## config.mk

```make
export PLATFORM = sky130hd
export DESIGN_NAME = rcs_top
export DESIGN_NICKNAME = d
export VERILOG_FILES = /design/src/design/rcs_pkg.sv /design/src/design/rcs_top.sv
export SDC_FILE = /design/constraint.sdc
export NUM_CORES = 1
export LEC_CHECK = 0
export BUFFER_PORTS_ARGS = -buffer_cell sky130_fd_sc_hd__buf_4
export CAP_MARGIN = 20
export CORE_ASPECT_RATIO = 0.75
export CORE_MARGIN = 8
export CORE_UTILIZATION = 57
export CTS_CLUSTER_SIZE = 24
export DETAILED_ROUTE_END_ITERATION = 6
export PLACE_DENSITY_LB_ADDON = 0.2
export SYNTH_ARGS = -nofsm -noshare
export SYNTH_HDL_FRONTEND = slang
export SYNTH_SLANG_ARGS = --single-unit
```

## constraint.sdc

```tcl
create_clock -name pclk -period 2.7 [get_ports pclk]
set_input_delay 0.54 -clock pclk [delete_from_list [all_inputs] [get_ports pclk]]
set_output_delay 0.54 -clock pclk [all_outputs]
set_load 0.02 [all_outputs]
```

## src/design/rcs_pkg.sv

```systemverilog
package rcs_pkg;

  // ----------------------------------------------------------------
  // register byte offsets
  // ----------------------------------------------------------------
  localparam logic [7:0] OFF_CTRL = 8'h00;
  localparam logic [7:0] OFF_SVC_IVL = 8'h04;
  localparam logic [7:0] OFF_SVC_LEFT = 8'h08;
  localparam logic [7:0] OFF_STATUS = 8'h0C;
  localparam logic [7:0] OFF_TEST_DAYS = 8'h10;
  localparam logic [7:0] OFF_TEST_START = 8'h14;
  localparam logic [7:0] OFF_TEST_DUR = 8'h18;
  localparam logic [7:0] OFF_AUTO_DAYS = 8'h1C;
  localparam logic [7:0] OFF_AUTO_START = 8'h20;
  localparam logic [7:0] OFF_AUTO_END = 8'h24;
  localparam logic [7:0] OFF_CLEAR = 8'h28;
  localparam logic [7:0] OFF_SAVE_CNT = 8'h2C;
  localparam logic [7:0] OFF_KWH_PART = 8'h30;
  localparam logic [7:0] OFF_KWH_TOT = 8'h34;
  localparam logic [7:0] OFF_KVARH_PART = 8'h38;
  localparam logic [7:0] OFF_KVARH_TOT = 8'h3C;
  localparam logic [7:0] OFF_STARTS = 8'h40;
  localparam logic [7:0] OFF_ENG_PART = 8'h44;
  localparam logic [7:0] OFF_ENG_TOT = 8'h48;
  localparam logic [7:0] OFF_LOAD_HRS = 8'h4C;
  localparam logic [7:0] OFF_PWR_HRS = 8'h50;
  localparam logic [7:0] OFF_FRAC = 8'h54;

  // ----------------------------------------------------------------
  // field positions
  // ----------------------------------------------------------------
  localparam int CTRL_ACT_LSB = 0;
  localparam int CLR_KWH = 0;
  localparam int CLR_KVARH = 1;
  localparam int CLR_STARTS = 2;
  localparam int CLR_ENG = 3;
  localparam int CLR_LOAD = 4;
  localparam int ST_SVC_PEND = 0;
  localparam int ST_ANOM_LSB = 1;
  localparam int ST_INHIBIT = 4;
  localparam int ST_TEST = 5;
  localparam int ST_AUTO_OK = 6;

  // ----------------------------------------------------------------
  // expiry action codes, anomaly one-hot order: warning, unload, alarm
  // ----------------------------------------------------------------
  localparam logic [1:0] ACT_WARN = 2'h0;
  localparam logic [1:0] ACT_UNLOAD = 2'h1;
  localparam logic [1:0] ACT_ALARM = 2'h2;

  localparam int MIN_PER_HOUR = 60;
  localparam int MIN_PER_DAY = 1440;
  localparam logic [7:0] SUNDAY_MASK = 8'h01;

endpackage : rcs_pkg

```

## src/design/rcs_top.sv

```systemverilog
// Behaviour
// - service countdown runs only while interval is nonzero, from the write.
// - expired service request is kept in non-volatile storage.
// - expiry raises warning, unload or alarm anomaly as selected.
// - alarm class blocks generator use until request cleared.
// - rewriting interval cancels request; zero disables, any value restarts. Here an expiry in the same cycle still sets the request.
// - active energy counts only delivered power with breaker closed.
// - reactive energy counts absolute value with breaker closed.
// - only partial energy, starts, partial hours, load hours clear.
// - every counter, powered time too, is readable by the host.
// - counters saved all together, only on save events.
// - save once engine confirmed running, not per attempt.
// - save when engine recognised stopped.
// - save on each whole-hour step of engine or load hours.
// - save when mode enters off/reset.
// - save once for every powered hour.
// - save on interval change and on any counter clear.
// - minute fractions are saved with the integer parts.
// - test day mask bit 0 Sunday up to bit 6 Saturday.
// - test runs from set hour:minute for set minutes, every selected day.
// - test run starts regardless of recent engine use.
// - auto start allowed only on masked days inside one shared window.
// - start above end means window crosses midnight into next day.
//
// Implementation choices: the APB interface to the registers and the placing of the registers.
`timescale 1ns/1ps
`default_nettype none

module rcs_top #(
  parameter int CNT_W = 32,
  parameter int MIN_TICK_CYCLES = 600000000
)(
  input wire logic pclk,
  input wire logic presetn,
  input wire logic psel,
  input wire logic penable,
  input wire logic pwrite,
  input wire logic [7:0] paddr,
  input wire logic [31:0] pwdata,
  output logic [31:0] prdata,
  output logic pready,
  output logic pslverr,
  input wire logic minute_tick,
  input wire logic [2:0] rtc_weekday,
  input wire logic [10:0] rtc_minute_of_day,
  input wire logic generator_breaker,
  input wire logic engine_running,
  input wire logic [15:0] p_active,
  input wire logic [15:0] q_reactive,
  input wire logic mode_off_reset,
  input wire logic mains_fail_start_req,
  output logic nvm_save,
  output logic service_pending,
  output logic anomaly_warning,
  output logic anomaly_unload,
  output logic anomaly_alarm,
  output logic gen_inhibit,
  output logic test_run,
  output logic auto_start
);

  if (CNT_W < 17 || CNT_W > 32 || MIN_TICK_CYCLES < 1)
  begin : g_bad_params
    $error("rcs_top: unsupported parameters");
  end

  // ----------------------------------------------------------------
  // input synchronisers
  // ----------------------------------------------------------------
  logic [4:0] sync1;
  logic [4:0] sync2;
  logic [4:0] sync_d;
  always_ff @(posedge pclk or negedge presetn)
  begin
    if (!presetn)
    begin
      sync1 <= 5'h00;
      sync2 <= 5'h00;
      sync_d <= 5'h00;
    end
    else
    begin
      sync1 <= {minute_tick, generator_breaker, engine_running, mode_off_reset,
                mains_fail_start_req};
      sync2 <= sync1;
      sync_d <= sync2;
    end
  end
  logic tick_s;
  logic brk_s;
  logic run_s;
  logic off_s;
  logic mains_s;
  assign tick_s = sync2[4] & ~sync_d[4];
  assign brk_s = sync2[3];
  assign run_s = sync2[2];
  assign off_s = sync2[1];
  assign mains_s = sync2[0];

  // ----------------------------------------------------------------
  // apb decode
  // ----------------------------------------------------------------
  logic wr;
  logic [1:0] act_sel;
  logic [CNT_W-1:0] svc_ivl;
  logic [CNT_W-1:0] svc_left;
  logic [6:0] test_days;
  logic [10:0] test_start;
  logic [15:0] test_dur;
  logic [6:0] auto_days;
  logic [10:0] auto_start_t;
  logic [10:0] auto_end_t;
  logic [4:0] clr;
  assign wr = psel & penable & pwrite & pready;
  assign clr = (wr && paddr == rcs_pkg::OFF_CLEAR) ? pwdata[4:0] : 5'h00;

  always_ff @(posedge pclk or negedge presetn)
  begin
    if (!presetn)
    begin
      act_sel <= rcs_pkg::ACT_WARN;
      test_days <= 7'h00;
      test_start <= 11'h000;
      test_dur <= 16'h0000;
      auto_days <= 7'h00;
      auto_start_t <= 11'h000;
      auto_end_t <= 11'h000;
    end
    else if (wr)
    begin
      case (paddr)
        rcs_pkg::OFF_CTRL: act_sel <= pwdata[rcs_pkg::CTRL_ACT_LSB +: 2];
        rcs_pkg::OFF_TEST_DAYS: test_days <= pwdata[6:0];
        rcs_pkg::OFF_TEST_START: test_start <= pwdata[10:0];
        rcs_pkg::OFF_TEST_DUR: test_dur <= pwdata[15:0];
        rcs_pkg::OFF_AUTO_DAYS: auto_days <= pwdata[6:0];
        rcs_pkg::OFF_AUTO_START: auto_start_t <= pwdata[10:0];
        rcs_pkg::OFF_AUTO_END: auto_end_t <= pwdata[10:0];
        default: ;
      endcase
    end
  end

  // ----------------------------------------------------------------
  // minute base and counters
  // ----------------------------------------------------------------
  logic [CNT_W-1:0] kwh_part;
  logic [CNT_W-1:0] kwh_tot;
  logic [CNT_W-1:0] kvarh_part;
  logic [CNT_W-1:0] kvarh_tot;
  logic [CNT_W-1:0] starts;
  logic [CNT_W-1:0] eng_part;
  logic [CNT_W-1:0] eng_tot;
  logic [CNT_W-1:0] load_hrs;
  logic [CNT_W-1:0] pwr_hrs;
  logic [5:0] eng_min;
  logic [5:0] load_min;
  logic [5:0] pwr_min;
  logic [15:0] q_abs;
  logic run_d;
  logic eng_hour;
  logic load_hour;
  logic pwr_hour;
  assign q_abs = q_reactive[15] ? 16'(-q_reactive) : q_reactive;
  assign eng_hour = tick_s && run_s && eng_min == 6'(rcs_pkg::MIN_PER_HOUR - 1);
  assign load_hour = tick_s && brk_s && load_min == 6'(rcs_pkg::MIN_PER_HOUR - 1);
  assign pwr_hour = tick_s && pwr_min == 6'(rcs_pkg::MIN_PER_HOUR - 1);

  always_ff @(posedge pclk or negedge presetn)
  begin
    if (!presetn)
    begin
      kwh_part <= '0;
      kwh_tot <= '0;
    end
    else
    begin
      if (clr[rcs_pkg::CLR_KWH])
        kwh_part <= '0;
      else if (tick_s && brk_s && !p_active[15])
        kwh_part <= kwh_part + CNT_W'(p_active);
      if (tick_s && brk_s && !p_active[15])
        kwh_tot <= kwh_tot + CNT_W'(p_active);
    end
  end

  always_ff @(posedge pclk or negedge presetn)
  begin
    if (!presetn)
    begin
      kvarh_part <= '0;
      kvarh_tot <= '0;
    end
    else
    begin
      if (clr[rcs_pkg::CLR_KVARH])
        kvarh_part <= '0;
      else if (tick_s && brk_s)
        kvarh_part <= kvarh_part + CNT_W'(q_abs);
      if (tick_s && brk_s)
        kvarh_tot <= kvarh_tot + CNT_W'(q_abs);
    end
  end

  // hour counters with minute fractions
  always_ff @(posedge pclk or negedge presetn)
  begin
    if (!presetn)
    begin
      starts <= '0;
      run_d <= 1'b0;
      eng_part <= '0;
      eng_tot <= '0;
      eng_min <= 6'h00;
      load_hrs <= '0;
      load_min <= 6'h00;
      pwr_hrs <= '0;
      pwr_min <= 6'h00;
    end
    else
    begin
      run_d <= run_s;
      if (clr[rcs_pkg::CLR_STARTS])
        starts <= '0;
      else if (run_s && !run_d)
        starts <= starts + CNT_W'(1);
      if (tick_s && run_s)
        eng_min <= eng_hour ? 6'h00 : eng_min + 6'h01;
      if (clr[rcs_pkg::CLR_ENG])
        eng_part <= '0;
      else if (eng_hour)
        eng_part <= eng_part + CNT_W'(1);
      if (eng_hour)
        eng_tot <= eng_tot + CNT_W'(1);
      if (clr[rcs_pkg::CLR_LOAD])
      begin
        load_hrs <= '0;
        load_min <= 6'h00;
      end
      else if (tick_s && brk_s)
      begin
        load_min <= load_hour ? 6'h00 : load_min + 6'h01;
        if (load_hour)
          load_hrs <= load_hrs + CNT_W'(1);
      end
      if (tick_s)
        pwr_min <= pwr_hour ? 6'h00 : pwr_min + 6'h01;
      if (pwr_hour)
        pwr_hrs <= pwr_hrs + CNT_W'(1);
    end
  end

  // ----------------------------------------------------------------
  // service countdown
  // ----------------------------------------------------------------
  logic ivl_wr;
  logic svc_hour;
  assign ivl_wr = wr && paddr == rcs_pkg::OFF_SVC_IVL;
  assign svc_hour = eng_hour && svc_ivl != '0 && !service_pending;

  always_ff @(posedge pclk or negedge presetn)
  begin
    if (!presetn)
    begin
      svc_ivl <= '0;
      svc_left <= '0;
      service_pending <= 1'b0;
    end
    else if (ivl_wr)
    begin
      svc_ivl <= pwdata[CNT_W-1:0];
      svc_left <= pwdata[CNT_W-1:0];
      // expiry in the same cycle wins over the cancel
      service_pending <= svc_hour && svc_left == CNT_W'(1);
    end
    else if (svc_hour)
    begin
      svc_left <= svc_left - CNT_W'(1);
      if (svc_left == CNT_W'(1))
        service_pending <= 1'b1;
    end
  end

  always_ff @(posedge pclk or negedge presetn)
  begin
    if (!presetn)
    begin
      anomaly_warning <= 1'b0;
      anomaly_unload <= 1'b0;
      anomaly_alarm <= 1'b0;
      gen_inhibit <= 1'b0;
    end
    else
    begin
      anomaly_warning <= service_pending && act_sel == rcs_pkg::ACT_WARN;
      anomaly_unload <= service_pending && act_sel == rcs_pkg::ACT_UNLOAD;
      anomaly_alarm <= service_pending && act_sel == rcs_pkg::ACT_ALARM;
      gen_inhibit <= service_pending && act_sel == rcs_pkg::ACT_ALARM;
    end
  end

  // ----------------------------------------------------------------
  // save events
  // ----------------------------------------------------------------
  logic off_d;
  logic [CNT_W-1:0] save_cnt;
  logic save_ev;
  assign save_ev = (run_s && !run_d)        // confirmed running
                 | (!run_s && run_d)        // recognised stopped
                 | eng_hour | load_hour     // hour steps
                 | (off_s && !off_d)        // off/reset entry
                 | pwr_hour                 // powered hour
                 | ivl_wr | (clr != 5'h00)  // setting or clear
                 | svc_hour;                // service countdown step
  always_ff @(posedge pclk or negedge presetn)
  begin
    if (!presetn)
    begin
      off_d <= 1'b0;
      nvm_save <= 1'b0;
      save_cnt <= '0;
    end
    else
    begin
      off_d <= off_s;
      nvm_save <= save_ev;
      if (save_ev)
        save_cnt <= save_cnt + CNT_W'(1);
    end
  end

  // ----------------------------------------------------------------
  // weekly scheduler
  // ----------------------------------------------------------------
  logic [6:0] day_bit;
  logic [6:0] prev_day_bit;
  logic [16:0] test_end;
  logic in_test;
  logic in_auto;
  assign day_bit = 7'(rcs_pkg::SUNDAY_MASK << rtc_weekday);
  assign prev_day_bit = {day_bit[5:0], day_bit[6]} == 7'h00 ? 7'h00 :
                        {day_bit[0], day_bit[6:1]};
  assign test_end = 17'(test_start) + 17'(test_dur);
  assign in_test = |(test_days & day_bit) && test_dur != 16'h0000 &&
                   rtc_minute_of_day >= test_start &&
                   17'(rtc_minute_of_day) < test_end;
  assign in_auto = (auto_start_t <= auto_end_t) ?
      (|(auto_days & day_bit) && rtc_minute_of_day >= auto_start_t &&
       rtc_minute_of_day < auto_end_t) :
      ((|(auto_days & day_bit) && rtc_minute_of_day >= auto_start_t) ||
       (|(auto_days & prev_day_bit) && rtc_minute_of_day < auto_end_t));

  always_ff @(posedge pclk or negedge presetn)
  begin
    if (!presetn)
    begin
      test_run <= 1'b0;
      auto_start <= 1'b0;
    end
    else
    begin
      test_run <= in_test;
      auto_start <= mains_s && in_auto;
    end
  end

  // ----------------------------------------------------------------
  // apb read
  // ----------------------------------------------------------------
  logic [31:0] rd;
  always_comb
  begin
    rd = 32'h0000_0000;
    case (paddr)
      rcs_pkg::OFF_CTRL: rd = 32'(act_sel);
      rcs_pkg::OFF_SVC_IVL: rd = 32'(svc_ivl);
      rcs_pkg::OFF_SVC_LEFT: rd = 32'(svc_left);
      rcs_pkg::OFF_STATUS: rd = 32'({in_auto, test_run, gen_inhibit, anomaly_alarm,
                                     anomaly_unload, anomaly_warning, service_pending});
      rcs_pkg::OFF_TEST_DAYS: rd = 32'(test_days);
      rcs_pkg::OFF_TEST_START: rd = 32'(test_start);
      rcs_pkg::OFF_TEST_DUR: rd = 32'(test_dur);
      rcs_pkg::OFF_AUTO_DAYS: rd = 32'(auto_days);
      rcs_pkg::OFF_AUTO_START: rd = 32'(auto_start_t);
      rcs_pkg::OFF_AUTO_END: rd = 32'(auto_end_t);
      rcs_pkg::OFF_SAVE_CNT: rd = 32'(save_cnt);
      rcs_pkg::OFF_KWH_PART: rd = 32'(kwh_part);
      rcs_pkg::OFF_KWH_TOT: rd = 32'(kwh_tot);
      rcs_pkg::OFF_KVARH_PART: rd = 32'(kvarh_part);
      rcs_pkg::OFF_KVARH_TOT: rd = 32'(kvarh_tot);
      rcs_pkg::OFF_STARTS: rd = 32'(starts);
      rcs_pkg::OFF_ENG_PART: rd = 32'(eng_part);
      rcs_pkg::OFF_ENG_TOT: rd = 32'(eng_tot);
      rcs_pkg::OFF_LOAD_HRS: rd = 32'(load_hrs);
      rcs_pkg::OFF_PWR_HRS: rd = 32'(pwr_hrs);
      rcs_pkg::OFF_FRAC: rd = 32'({pwr_min, load_min, eng_min});
      default: rd = 32'h0000_0000;
    endcase
  end

  always_ff @(posedge pclk or negedge presetn)
  begin
    if (!presetn)
    begin
      prdata <= 32'h0000_0000;
      pready <= 1'b0;
      pslverr <= 1'b0;
    end
    else
    begin
      pready <= psel && !penable;
      pslverr <= psel && !penable && paddr > rcs_pkg::OFF_FRAC;
      if (psel && !penable)
        prdata <= rd;
    end
  end

endmodule : rcs_top

`default_nettype wire

```

==> qor.yml <==
yosys:
  synth_nets: 3430
  synth_xor_xnor_area_share_pct: 9.56
  synth_top_family_by_area: "simple AND/OR/NAND/NOR gates"
  synth_edf_count: 0
  synthCells: 3183
  ys.warnings.count: 0
  synth_largest_type_area_fraction_pct: 43.1
  syn_area_sq_mm: 0.0302
  ys_ff_latch: 521
  synth_mux_area_share_pct: 3.15
  syn_avg_cell_area_sq_um: 9.49
  synth-main-ff-cell: "dfrtp_1"
  synthTopCellsByArea: "dfrtp_1 43%, ha_1 6.0%, xnor2_1 5.7%"
  synth-simple-area-share_pct: 18.8
  async_flop_share_pct: 100
  synth.distinct_cells: 89
  synth_compound_area_share_pct: 16.2
  synth_commonest_cells: "521 x dfrtp_1, 389 x nand2_1, 252 x nor2_1"
  synth_most_common_cell: "dfrtp_1"
  synth.largest_area_cell: "dfrtp_1"
  ys_seq_area_share_pct: 43.1
  synthAdderAreaFrac_pct: 6.38
detailed_routing:
  drc: 0
  viasPerCell: 6.61
  wl_per_cell_microns: 27.6
  routed_wl_mm: 126
  num_vias: 30200
  drt_iter0_markers: 3926
  dr.pass1.iters: 7
  ant_nets: 0
sta:
  clock.fmax_mhz: 314
  worst_slack_ns: -0.489
  tightest_slew_ns: 0.726
  fin_crit_sh_pct: 118
  rsz0062_at_grt: "yes"
  max_slew_margin_pct: 51.6
  hold-worst-slack_ns: 0.0193
  hold_violations: 0
  period_minus_slack_ns: 3.19
  slew_viol_final: 0
  fin_skew_ns: 0.0252
  finalSetupViolations: 41
pwr:
  p_switching_mw: 9.68
  total_leakage_power_nw: 17.8
  internal-power_mw: 17.2
  power_frac_clock_pct: 27.9
  cellPowerDensity_mw_per_mm2: 679
  total_power_mw: 26.9
  p_seq_share_pct: 36.6
  p_sw_share_pct: 36.0
  p_comb_share_pct: 35.5
  vdd_drop_max_mv: 0.665
placement:
  post-place-ws_ns: -1.04
  dpl.cell_count: 4428
  place.gp.congestion: 1.04
  placed_area_sq_mm: 0.0363
  io_buffers: 137
  hpwl_mm: 95.0
setup_path:
  worst_ep_arrival_time_ns: 3.75
  ff2ff_path_depth: 14
  worstSetupStartpointType: "input port"
  crit_required_ns: 3.26
  cp_max_fo: 5
  r2r_setup_slack_ns: -0.34
  cp-end-kind: "flip-flop"
  worstSetupPathType: "input port to flip-flop"
  r2r_end: "test_run$_DFF_PN0_"
  r2r-start: "test_start[3]$_DFFE_PN0P_"
finish:
  layout-drive-gt1-share_pct: 28.1
  n_antenna_cell: 0
  final_net_count: 4067
  multi_input_area_sq_mm: 0.0176
  register_area_sq_mm: 0.0130
  fin_cells: 4572
  syn2layout_area_growth_pct: 30.9
  fillCellCount: 3696
  stdcell_area_sq_mm: 0.0396
floorplan:
  core-area_sq_mm: 0.0527
  placement_rows: 73
  die_h_microns: 215
  die_w_microns: 282
  fp.dieArea_sq_mm: 0.0607
  start_util_pct: 57.3
  design.portCount: 138
cts:
  clk_path_buf_depth: 3
  clkTransAtPathRegs_ns: 0.06
  clockRootBuffer: "clkbuf_16"
  clk-insertion-delay-late_ns: 0.63
  cts_tree: "done"
  cts_max_level: 2
  clkSinkCount: 521
  numCtsBuffers: 53
grt:
  antenna_found_initial: 7
  grt_usage_pct: 39.6
  grt_pass1_vias: 29100
  grt_pass1_wl_mm: 183
  grt_start_max_net_pins: 80
  overflow: 0
min_path:
  holdPathStages: 1
  holdPathEnd: "sync1[3]$_DFF_PN0_"
  holdCritPathClass: "input port to flip-flop"
  worstHoldStart: "generator_breaker"
status:
  failed_checks: "setup timing"
  status: "complete, but fails checks"
run:
  maxCapViolCount: 0
[power groups by stage]
stage               clock network (mW)  logic, mW  registers, mW
global placement                     0       7.45           9.78
finish                            7.49       9.54           9.82
global route                      7.78       10.1           9.87
CTS                               7.47       8.34           9.72
floorplan                            0       4.19           9.41
detailed placement                   0       7.80           9.84
[worst max-delay path by stage]
stage | from | endpoint
CTS | test_start[0]$_DFFE_PN0P_ | test_run$_DFF_PN0_
global placement | q_reactive[5] | kvarh_part[19]$_DFFE_PN0P_
detailed placement | q_reactive[5] | kvarh_part[21]$_DFFE_PN0P_
floorplan | q_reactive[1] | kvarh_tot[26]$_DFFE_PN0P_
finish | q_reactive[1] | kvarh_part[23]$_DFFE_PN0P_
global route | q_reactive[5] | kvarh_part[23]$_DFFE_PN0P_
[layer usage]
metal  routed length (microns)  up-vias  global-route usage, %  part of all wire, %
met5                        75        -                      0                0.059
met3                     18500      382                   14.1                   15
met4                      5260       12                   13.1                  4.2
met2                     52000     2144                   56.0                   41
met1                     50300    14900                   56.0                   40
li1                          -    12800                      -                    -
[kinds of logic (layout without fill, tap and decap cells)]
family	count (synthesis)	after routing
and+or+nand+nor	1157	1157
AOI/OAI and AO/OA	717	718
DFF	521	521
xor gates and xnor gates	330	330
buffers and inverters	221	897
adders and majority gates	151	151
muxes	86	86
[critical path, cell delays in order]
cell and delay [ns]:
buf_8 0.10, or3_4 0.40, o31ai_4 0.27, xnor2_2 0.15, ha_1 0.34, and4_1 0.20
or3b_4 0.43, a21oi_4 0.17, nor4_4 0.06, buf_4 0.16, o31a_1 0.37, or3_1 0.40
a21oi_2 0.16
[layout make-up]
cell class / count / share of cell area [%]
clock buffers: 76 / 3.93
clock inverters: 19 / 0.421
inverters: 88 / 0.854
multi-input cells: 2442 / 44.4
flip-flops and latches: 521 / 33.0
well taps: 712 / 2.25
repair buffers: 714 / 15.2
[per-stage QoR]
step	TNS (ns)	util (%)
floorplan	-11.76	-
detailed placement	-56.33	68.8
global route	-14.11	75.1
finish	-9.29	75.1
CTS	-3.52	73.4
global placement	-49.50	68.8
[cell usage in the layout (no fill, tap or decap), types with 85 or more instances in the layout]
cell type and n:
buf_4 642, dfrtp_1 521, nand2_1 382, nor2_1 230, xnor2_1 185, o21ai_0 137
xor2_1 133, ha_1 133, a21oi_1 114, nand3_1 90, inv_1 85
[repair_timing]
| item | in CTS | in global routing |
|---|---|---|
| resized for setup | 98 | 144 |
| endpoints found under the setup margin | 103 | 122 |
| setup buffers | 22 | 29 |
| pin swaps | 51 | 73 |
| hold buffers | 1 | 0 |
| endpoints found under the hold margin | 43 | 0 |
| cloned | 1 | 1 |
Power figures use the tool's default switching activity.
